--- src/pkg/tcir_regs.svh ---
// Register offsets, reset values and field positions for the trace claim block
// Functional notes
// [RQ1] Integration mode switches at run time, no reset
// [RQ2] Enable bit zero selects functional mode
// [RQ3] Enable bit one selects integration mode
// [RQ4] Without integration support, enable bit reserved zero
// [RQ5] Agent should reset system after integration use
// [RQ6] Claim tags set and cleared independently
// [RQ7] Claim-set read shows implemented tag positions
// [RQ8] Claim-set write one sets, zero keeps
// [RQ9] Claim-clear read shows current tag values
// [RQ10] Claim-clear write one clears, zero keeps
// [RQ11] Tag count implementation chosen, reported by claim-set
// [RQ12] At least four tags recommended
// [RQ13] Capability word seven reads zero always
// [RQ14] Reserved control bits read zero, ignore writes
// [RQ15] Claim tags reset to zero
`ifndef TCIR_REGS_SVH
`define TCIR_REGS_SVH
`define TCIR_OFS_CAP_WORD7    12'h1FC
`define TCIR_OFS_ITGR_CTRL    12'hF00
`define TCIR_OFS_CLAIM_SET    12'hFA0
`define TCIR_OFS_CLAIM_CLR    12'hFA4
`define TCIR_BIT_ITGR_ENABLE  0
`define TCIR_RST_ITGR_CTRL    1'h0
`define TCIR_RST_CLAIM        32'h0000_0000
`define TCIR_VAL_CAP_WORD7    32'h0000_0000
`define TCIR_CLAIM_COUNT      4
`endif

--- src/pkg/tcir_pkg.sv ---
// Types shared by the trace claim and integration register block
package tcir_pkg;
  typedef logic [31:0] tcir_word_t;
  typedef enum logic [1:0] {
    TCIR_SEL_NONE = 2'h0,
    TCIR_SEL_HIT  = 2'h1
  } tcir_sel_t;
endpackage

--- src/logic/tcir_regs_top.sv ---
// APB register bank: capability word, integration control, claim tags
//
// Chosen here: the APB interface to the registers.
`timescale 1ns/1ns
`include "tcir_regs.svh"
module tcir_regs_top #(
  parameter int CLAIM_COUNT     = `TCIR_CLAIM_COUNT,
  parameter bit ITGR_SUPPORTED  = 1'b1
) (
  input  wire logic        clk_in,
  input  wire logic        sys_rst_in,
  input  wire logic        psel_in,
  input  wire logic        penable_in,
  input  wire logic        pwrite_in,
  input  wire logic [11:0] paddr_in,
  input  wire logic [31:0] pwdata_in,
  output logic      [31:0] prdata_out,
  output logic             pready_out,
  output logic             pslverr_out,
  output logic             integration_mode_enable_out,
  output logic      [31:0] claim_tags_out
);
  // Mask of implemented claim positions
  localparam tcir_pkg::tcir_word_t IMPL_MASK = (CLAIM_COUNT >= 32) ? 32'hFFFF_FFFF :
                                               tcir_pkg::tcir_word_t'((64'h1 << CLAIM_COUNT) - 64'h1);

  logic        ime_r;
  logic [31:0] claim_r;
  logic [31:0] claim_nxt;
  logic [31:0] rdata_nxt;

  // Decode; one-cycle access, so pready answers in the setup-following cycle
  wire setup_w   = psel_in & ~penable_in;
  wire access_w  = psel_in & penable_in & pready_out;
  wire hit_cap   = paddr_in == `TCIR_OFS_CAP_WORD7;
  wire hit_ctrl  = paddr_in == `TCIR_OFS_ITGR_CTRL;
  wire hit_set   = paddr_in == `TCIR_OFS_CLAIM_SET;
  wire hit_clr   = paddr_in == `TCIR_OFS_CLAIM_CLR;
  wire hit_any   = hit_cap | hit_ctrl | hit_set | hit_clr;
  wire wr_w      = access_w & pwrite_in;
  wire wr_ctrl   = wr_w & hit_ctrl;
  wire wr_set    = wr_w & hit_set;
  wire wr_clr    = wr_w & hit_clr;

  // Set and clear touch only implemented positions; unimplemented stay zero
  assign claim_nxt = wr_set ? (claim_r | (pwdata_in & IMPL_MASK)) :          // RQ8 RQ6
                     wr_clr ? (claim_r & ~(pwdata_in & IMPL_MASK)) :         // RQ10 RQ6
                     claim_r;

  // Read mux, reserved bits zero
  assign rdata_nxt = hit_ctrl ? {31'h0000_0000, ime_r} :                     // RQ14
                     hit_set  ? IMPL_MASK :                                  // RQ7 RQ11 RQ12
                     hit_clr  ? claim_r :                                    // RQ9
                     hit_cap  ? `TCIR_VAL_CAP_WORD7 :                        // RQ13
                     32'h0000_0000;

  // Integration enable, live switch without reset
  always_ff @(posedge clk_in or posedge sys_rst_in) begin
    if (sys_rst_in) begin
      ime_r <= `TCIR_RST_ITGR_CTRL;
    end else if (wr_ctrl) begin
      ime_r <= ITGR_SUPPORTED & pwdata_in[`TCIR_BIT_ITGR_ENABLE];            // RQ1 RQ2 RQ3 RQ4
    end
  end

  // Claim tags
  always_ff @(posedge clk_in or posedge sys_rst_in) begin
    if (sys_rst_in) begin
      claim_r <= `TCIR_RST_CLAIM;                                            // RQ15
    end else begin
      claim_r <= claim_nxt;
    end
  end

  // Bus answer registers: ready follows setup by one cycle
  always_ff @(posedge clk_in or posedge sys_rst_in) begin
    if (sys_rst_in) begin
      pready_out  <= 1'b0;
      pslverr_out <= 1'b0;
      prdata_out  <= 32'h0000_0000;
    end else begin
      pready_out  <= setup_w;
      pslverr_out <= setup_w & ~hit_any;
      prdata_out  <= (setup_w & ~pwrite_in) ? rdata_nxt : 32'h0000_0000;
    end
  end

  // Mirrors of state for the surrounding unit
  always_ff @(posedge clk_in or posedge sys_rst_in) begin
    if (sys_rst_in) begin
      integration_mode_enable_out <= 1'b0;
      claim_tags_out              <= 32'h0000_0000;
    end else begin
      integration_mode_enable_out <= ime_r;
      claim_tags_out              <= claim_r;
    end
  end

  // First edge after reset; only the checks below read it
  logic fresh_rst_r;

  // Cleared on the first running edge, so it flags exactly one cycle
  always_ff @(posedge clk_in or posedge sys_rst_in) begin
    if (sys_rst_in) begin
      fresh_rst_r <= 1'b1;
    end else begin
      fresh_rst_r <= 1'b0;
    end
  end

  // Per-position claim checks; unimplemented positions stay dead
  for (genvar tag_idx = 0; tag_idx < 32; tag_idx = tag_idx + 1) begin : g_tag_chk
    if (IMPL_MASK[tag_idx]) begin : g_impl

    end else begin : g_unimpl

    end
  end

  // Four tags at least, as recommended; smaller builds skip this check
  if (CLAIM_COUNT >= 4) begin : g_four_tags

  end

  // Without integration support the enable bit is dead in every view
  if (!ITGR_SUPPORTED) begin : g_no_itgr

  end
endmodule

--- config.mk ---
export PLATFORM = sky130hd
export DESIGN_NAME = tcir_regs_top
export DESIGN_NICKNAME = d
export VERILOG_FILES = /design/src/pkg/tcir_pkg.sv /design/src/logic/tcir_regs_top.sv
export VERILOG_INCLUDE_DIRS = /design/src /design/src/pkg
export SDC_FILE = /design/constraint.sdc
export NUM_CORES = 1
export LEC_CHECK = 0
export BUFFER_PORTS_ARGS = -buffer_cell sky130_fd_sc_hd__buf_2
export CORE_ASPECT_RATIO = 0.9
export CORE_MARGIN = 4
export CORE_UTILIZATION = 37
export DETAILED_ROUTE_END_ITERATION = 8
export PLACE_DENSITY = 0.85
export SYNTH_ARGS = -nofsm -noshare
export SYNTH_HDL_FRONTEND = slang
export SYNTH_SLANG_ARGS = --single-unit
--- constraint.sdc ---
create_clock -name clk_in -period 2.25 [get_ports clk_in]
set_clock_uncertainty 0.05 [all_clocks]
set_input_delay 0.1125 -clock clk_in [delete_from_list [all_inputs] [get_ports clk_in]]
set_output_delay 0.1125 -clock clk_in [all_outputs]
set_load 0.02 [all_outputs]
After elaboration in Yosys (flattened, before gate mapping)

Cells that the tools add are included.
W data, S select, Z words.

Logic and storage cells: 36
Register bits: 100

Reduce and logical (&&, ||, !) cells: 1
Mux-type cells: 6
Eq/ne operators: 4
Bitwise gates (word level): 18

Operators with widths:

| operator               | count |
|---|---|
| $mux W32               | 6 |
| $eq A12 B12 Y1 const B | 3 |
| $and A32 B32 Y32       | 1 |
| $not A4 Y32            | 1 |
| $or A32 B4 Y32         | 1 |
| $eq A12 B9 Y1 const B  | 1 |
| $and A1 B1 Y1          | 9 |
| $not A1 Y1             | 3 |
| $or A1 B1 Y1           | 3 |
| $reduce_bool A2 Y1     | 1 |

Depth between registers and ports, before layout

Gate-level depths: netlist (run 1).

Depth after elaboration: 6
Depth in mapped cells: 4
Depth with buffers taken out: 4

Worst setup path after synthesis (run 1)

No wires, ideal clock.

Path type: input-to-reg
Start: in paddr_in[1]
End: reg ime_r
Slack: 0.569 ns
Setup time: 0.125 ns
Required time: 2.075 ns
Stages: 4
Data arrival time: 1.507 ns
Cells stage by stage: or3b_2 or4_1 nor3_1 mux2_2

Word-level cells in the longest chain between the ends: 2

RTL lines:

| element                  | line                | source |
|---|---|---|
| start, declared          | tcir_regs_top.sv:15 | `input wire logic [11:0] paddr_in,` |
| $eq A12 B12 Y1 (no line) | --                  |  |
| $and A1 B1 Y1            | tcir_regs_top.sv:41 | `wire wr_ctrl = wr_w & hit_ctrl;` |
| end signal, assigned     | tcir_regs_top.sv:60 | `` ime_r <= `TCIR_RST_ITGR_CTRL; `` |
| end signal, assigned     | tcir_regs_top.sv:62 | `` ime_r <= ITGR_SUPPORTED & pwdata_in[`TCIR_BIT_ITGR_ENABLE]; `` |
| end, declared            | tcir_regs_top.sv:27 | `logic ime_r;` |

No other way between the ends.
A chain may end at the register's enable or synchronous reset.

Worst setup path after layout (run 1)

Same ends and word-level chain as after synthesis.

==> flow_metrics.tcl, run 1 <==
set metrics [dict create \
    status "finished, final reports clean" \
    ys.flop_type "dfrtp_1" \
    maxSlewViolCount 0 \
    ant_nets 0 \
    maxCapViolCount 0 \
    ys_ff_latch 16 \
    min_path_type "in -> reg" \
    clk_pin_slew_ns 0.08 \
    reg2reg_slack_ns 0.96 \
    muxShareOfSynthArea 0.0471 \
    grt_overflow 0 \
    peakVddDrop_mv 0.154 \
    cts_repair_resize_count 0 \
    grt_max_degree 17 \
    setup_viol 0 \
    initial_core_util 0.393 \
    synth-simple-area-share 0.120 \
    p_leak_nw 0.658 \
    syn_area_um2 1090 \
    synth.top_cells.by_count "buf_4, dfrtp_1, inv_1, nand2_1, mux2i_1" \
    crit_chain "buf_2, or3b_2, or4_1, nor3_1, mux2_2" \
    yosys_warnings 0 \
    post_cts_buffers 0 \
    synthXorXnorAreaFrac 0 \
    worst_ep_arrival_time_ns 1.70 \
    yosys.area.top_type_share 0.386 \
    worst_slew_pin_slew_ns 0.550 \
    fin_setup_tns_ns 0 \
    core-area_um2 2770 \
    finalCritPeriodShare 0.704 \
    htree_levels 1 \
    top_usage_layer "met2" \
    hold_viol 0 \
    dp_slack_ns 0.379 \
    drc_errors 0 \
    grt_usage 0.0785 \
    yosysSeqAreaShare 0.368 \
    use_met1 0.0842 \
    power_density_nw_per_um2 524 \
    io_buffers 31 \
    io_pins 116 \
    start_kind "input port" \
    diodes 0 \
    wl_per_cell_um 8.94 \
    yosysMostFrequentCell "buf_4" \
    finalPower_uw 597 \
    drive_above_1_share 0.291 \
    finalWorstSetupSlack_ns 0.665 \
    synth_top_family_by_area "buffers and inverters" \
    die_width_um 65.2 \
    worstPathMaxFanout 3 \
    multi_input_area_um2 444 \
    dr.first_iter.drc_count 11 \
    grt_use_met2 0.137 \
    cp_slowest_cell "or3b_2" \
    vias 671 \
    cts_tree "yes" \
    syn_to_final_growth_pct 4.71 \
    regArea_um2 400 \
    cts_root_buffer "clkbuf_4" \
    rows 18 \
    cts_made_buffers 3 \
    post-route-util 0.411 \
    relSlewSlack 0.633 \
    grt_pass1_vias 551 \
    synth_area_leader_cell "buf_4" \
    ys_top_cells_by_area "buf_4, dfrtp_1, mux2i_1" \
    rsz0062_at_grt "false" \
    postSynth.asyncResetShare 1.00 \
    hold_buffers 2 \
    place.gp.congestion 0.753 \
    dieArea_um2 3870 \
    synth_compound_area_frac 0.0483 \
    dp.final_hpwl_mm 1.48 \
    cts.path.max_buffers 2 \
    clock_latency_ns 0.28 \
    synth_edf_count 0 \
    numClockSinks 16 \
    yosys.area_share.adder 0 \
    nNetsFinal 201 \
    avgViaCountPerCell 3.51 \
    wl_mm 1.71 \
    grt_util_met3 0.0190 \
    synth.distinct_cells 26 \
    fill_cells 272 \
    antenna_found_initial 0 \
    syn_avg_cell_area_um2 9.47 \
    clock.fmax_ghz 0.631 \
    netlist_instances 115 \
    fin_crit_ns 1.58 \
    cp-end-kind "flip-flop" \
    grt_pass1_wl_mm 2.32 \
    cpPeakStageDelay_ns 0.49 \
    die_y_um 59.5 \
    critPathRequiredTime_ns 2.37 \
    first_pass_iters 2 \
    worstSetupPathType "in -> reg" \
]
==> cells in the final DEF (no fill, tap or decap) <==
master	count
conb_1	56
buf_2	31
dfrtp_1	16
inv_1	7
nand2_1	7
mux2i_1	4
a21oi_2	3
clkbuf_4	3
nand4_1	2
nor4_1	2
dlygate4sd3_1	2
or4b_1	1
or3b_2	1
nand2b_1	1
or2_2	1
or2_4	1
or4_4	1
or4_1	1
nor2b_1	1
o22a_1	1
nor2_1	1
nand3_1	1
o31ai_1	1
o21ai_0	1
a21oi_1	1
nor3_1	1
mux2_2	1
clkbuf_8	1
buf_4	1
==> report_power, final <==
part	total (mW)	internal, mW	leakage (nW)	switching [mW]
logic	0.128	0.0204	0.457	0.107
registers	0.290	0.289	0.180	0.000618
clock network	0.180	0.0984	0.0210	0.0815
==> metal layers <==
metal,vias to the layer above,wire [µm]
met3,3,221
met5,-,0
met2,44,898
li1,330,-
met4,0,27
met1,294,560
==> path summary, 6_finish.rpt <==
check,from,to,depth (start not counted)
min,pwdata_in[1],flip-flop,3
min reg2reg,flip-flop,claim_tags_out[3],0
max,paddr_in[1],ime_r,5
max in group asynchronous,sys_rst_in,async pin,3
max reg2reg,pready_out,flip-flop,5
min in group asynchronous,sys_rst_in,ime_r,3
==> stage by stage <==
step / hold slack (ns) / instance area, µm² / instances
after floorplan: -0.0238 / 1290 / 170
after global routing: 0.0276 / 1140 / 191
after global placement: 0.138 / 1080 / 185
final: 0.0433 / 1140 / 191
after CTS: 0.0323 / 1140 / 191
after detailed placement: 0.138 / 1080 / 185
==> cell type report <==
type                    instances  area share
inverters                       7      0.0231
repair buffers                 34       0.160
clock buffers                   4      0.0318
well taps                      40      0.0439
multi-input cells              90       0.390
flip-flops and latches         16       0.351
==> kinds of logic after synthesis <==
| kind of cell | count (synthesis) |
|---|---|
| other | 1 |
| and+or+nand+nor | 22 |
| AOI/OAI and AO/OA | 7 |
| muxes | 5 |
| DFF | 16 |
| buffers and inverters | 64 |
==> worst max-delay path: cells and delay by family <==
kind,cells,cell delay (ns)
and+or+nand+nor,3,1.14
muxes,1,0.36
buffers and inverters,1,0.09
(Power assumes the default switching activity.)
==> inputs of run 2 (changes only) <==
--- a/config.mk
+++ b/config.mk
@@ -9,9 +9,9 @@
 export BUFFER_PORTS_ARGS = -buffer_cell sky130_fd_sc_hd__buf_2
 export CORE_ASPECT_RATIO = 0.9
 export CORE_MARGIN = 4
-export CORE_UTILIZATION = 37
+export CORE_UTILIZATION = 35
 export DETAILED_ROUTE_END_ITERATION = 8
-export PLACE_DENSITY = 0.85
+export PLACE_DENSITY = 0.81
 export SYNTH_ARGS = -nofsm -noshare
 export SYNTH_HDL_FRONTEND = slang
 export SYNTH_SLANG_ARGS = --single-unit
==> constraint.sdc (replaced) <==
create_clock -name clk_in -period 1.55 [get_ports clk_in]
set_clock_uncertainty 0.05 [all_clocks]
set_input_delay 0.0775 -clock clk_in [delete_from_list [all_inputs] [get_ports clk_in]]
set_output_delay 0.0775 -clock clk_in [all_outputs]
set_load 0.02 [all_outputs]
==> run 2 against run 1 <==
The run now ends with negative hold slack left. Worst setup slack got worse by 0.60 ns. Non-clock buffer count up 2. Clock power grew 50%.
==> flow_metrics.tcl, run 2 (same netlist as run 1, synthesis figures left out) <==
set metrics [dict create \
    critPathRequiredTime_ns 1.68 \
    post_cts_buffers 0 \
    p_switching_uw 285 \
    nNetsFinal 203 \
    min_path_type "in -> reg" \
    clk_pin_slew_ns 0.09 \
    r2r_start "pready_out" \
    p_leak_nw 0.672 \
    relSlewSlack 0.624 \
    dr.first_iter.drc_count 68 \
    worstPathMaxFanout 3 \
    worstHoldStart "pwdata_in[1]" \
    hold_buffers 2 \
    peakVddDrop_mv 0.230 \
    clock_latency_ns 0.28 \
    start_kind "input port" \
    hold_viol 2 \
    fin_hold_ws_ns -0.00235 \
    grt_overflow 0 \
    fin_setup_tns_ns 0 \
    cts_repair_resize_count 0 \
    first_pass_iters 4 \
    ant_nets 0 \
    maxCapViolCount 0 \
    cts_made_buffers 3 \
    setup_viol 0 \
    final_cell_mix "conb_1, buf_2, dfrtp_1" \
    finalPower_uw 881 \
    die_y_um 60.9 \
    vias 675 \
    syn_to_final_growth_pct 7.47 \
    worst_ep_arrival_time_ns 1.61 \
    maxSlewViolCount 0 \
    io_buffers 31 \
    diodes 0 \
    power.sequential.fraction 0.478 \
    grt_usage 0.0818 \
    rows 18 \
    core-area_um2 2860 \
    drive_above_1_share 0.320 \
    fin_crit_ns 1.49 \
    combPwrFrac 0.216 \
    die_width_um 66.8 \
    antenna_found_initial 0 \
    cts_tree "yes" \
    violations "negative hold slack" \
    p_clk_frac 0.306 \
    grt_pass1_wl_mm 2.47 \
    wl_mm 1.79 \
    finalCritPeriodShare 0.958 \
    clock.fmax_ghz 0.673 \
    numClockSinks 16 \
    sw_frac_of_total 0.324 \
    place.gp.congestion 0.799 \
    worst_slew_pin_slew_ns 0.564 \
    cts.path.max_buffers 2 \
    grt_max_degree 17 \
    layout_commonest_cell "conb_1" \
    rsz0062_at_grt "false" \
    dieArea_um2 4070 \
    dp.final_hpwl_mm 1.47 \
    drc_errors 0 \
    grt_pass1_vias 602 \
    initial_core_util 0.381 \
    avgViaCountPerCell 3.50 \
    htree_levels 1 \
    cts_root_buffer "clkbuf_4" \
    io_pins 116 \
    power_density_nw_per_um2 753 \
    wl_per_cell_um 9.27 \
    worstSetupPathType "in -> reg" \
    cp-end-kind "flip-flop" \
    p_int_uw 596 \
    status "finished with violations" \
    startpoint "paddr_in[1]" \
]
[run 2: critical path, cell delays in order]
cell and delay (ns):
buf_2 0.09, or3b_2 0.49, or4_4 0.45, nor3_2 0.14
mux2_2 0.36
[run 2: metrics by stage]
step	hold WS, ns	util	worst slack (ns)	area (µm²)	std cells
6_report	-0.00235	0.409	0.0649	1170	193
5_1_grt	0.00684	0.409	0.0442	1170	193
4_1_cts	0.00490	0.409	0.0573	1170	193
3_5_place_dp	0.110	0.389	-0.244	1110	187
2_1_floorplan	-0.0588	-	-0.0579	1310	170
3_3_place_gp	0.106	0.389	-0.226	1110	187
[run 2: layer usage]
| layer | global-route usage | wire length [µm] | vias up |
|---|---|---|---|
| li1 | - | - | 333 |
| met1 | 0.0806 | 513 | 294 |
| met2 | 0.155 | 1020 | 43 |
| met3 | 0.0130 | 206 | 5 |
| met4 | 0.0609 | 48 | 0 |
| met5 | 0 | 0 | - |
[run 2: path summary, 6_finish.rpt]
check / end / slack (ns) / cells after the start
min reg2reg: claim_tags_out[1] / 0.33 / 0
max: ime_r / 0.06 / 5
min: flip-flop / -0.002 / 3
max in group asynchronous: pslverr_out / 0.76 / 3
min in group asynchronous: prdata_out[2] / 0.33 / 3
max reg2reg: flip-flop / 0.30 / 5
[run 2: final cells by class]
| type | count | area, µm² |
|---|---|---|
| flip-flops and latches | 16 | 400 |
| clock buffers | 4 | 36.3 |
| multi-input cells | 90 | 459 |
| inverters | 7 | 26.3 |
| well taps | 40 | 50.0 |
| fillers | 297 | 1690 |
| repair buffers | 36 | 198 |
[run 2: power groups by stage]
stage / sequential [mW] / combinational (mW) / clock, mW
after floorplan: 0.433 / 0.249 / 0
after global placement: 0.429 / 0.182 / 0
after detailed placement: 0.429 / 0.182 / 0
after CTS: 0.421 / 0.187 / 0.270
after global routing: 0.421 / 0.208 / 0.292
final: 0.421 / 0.190 / 0.270
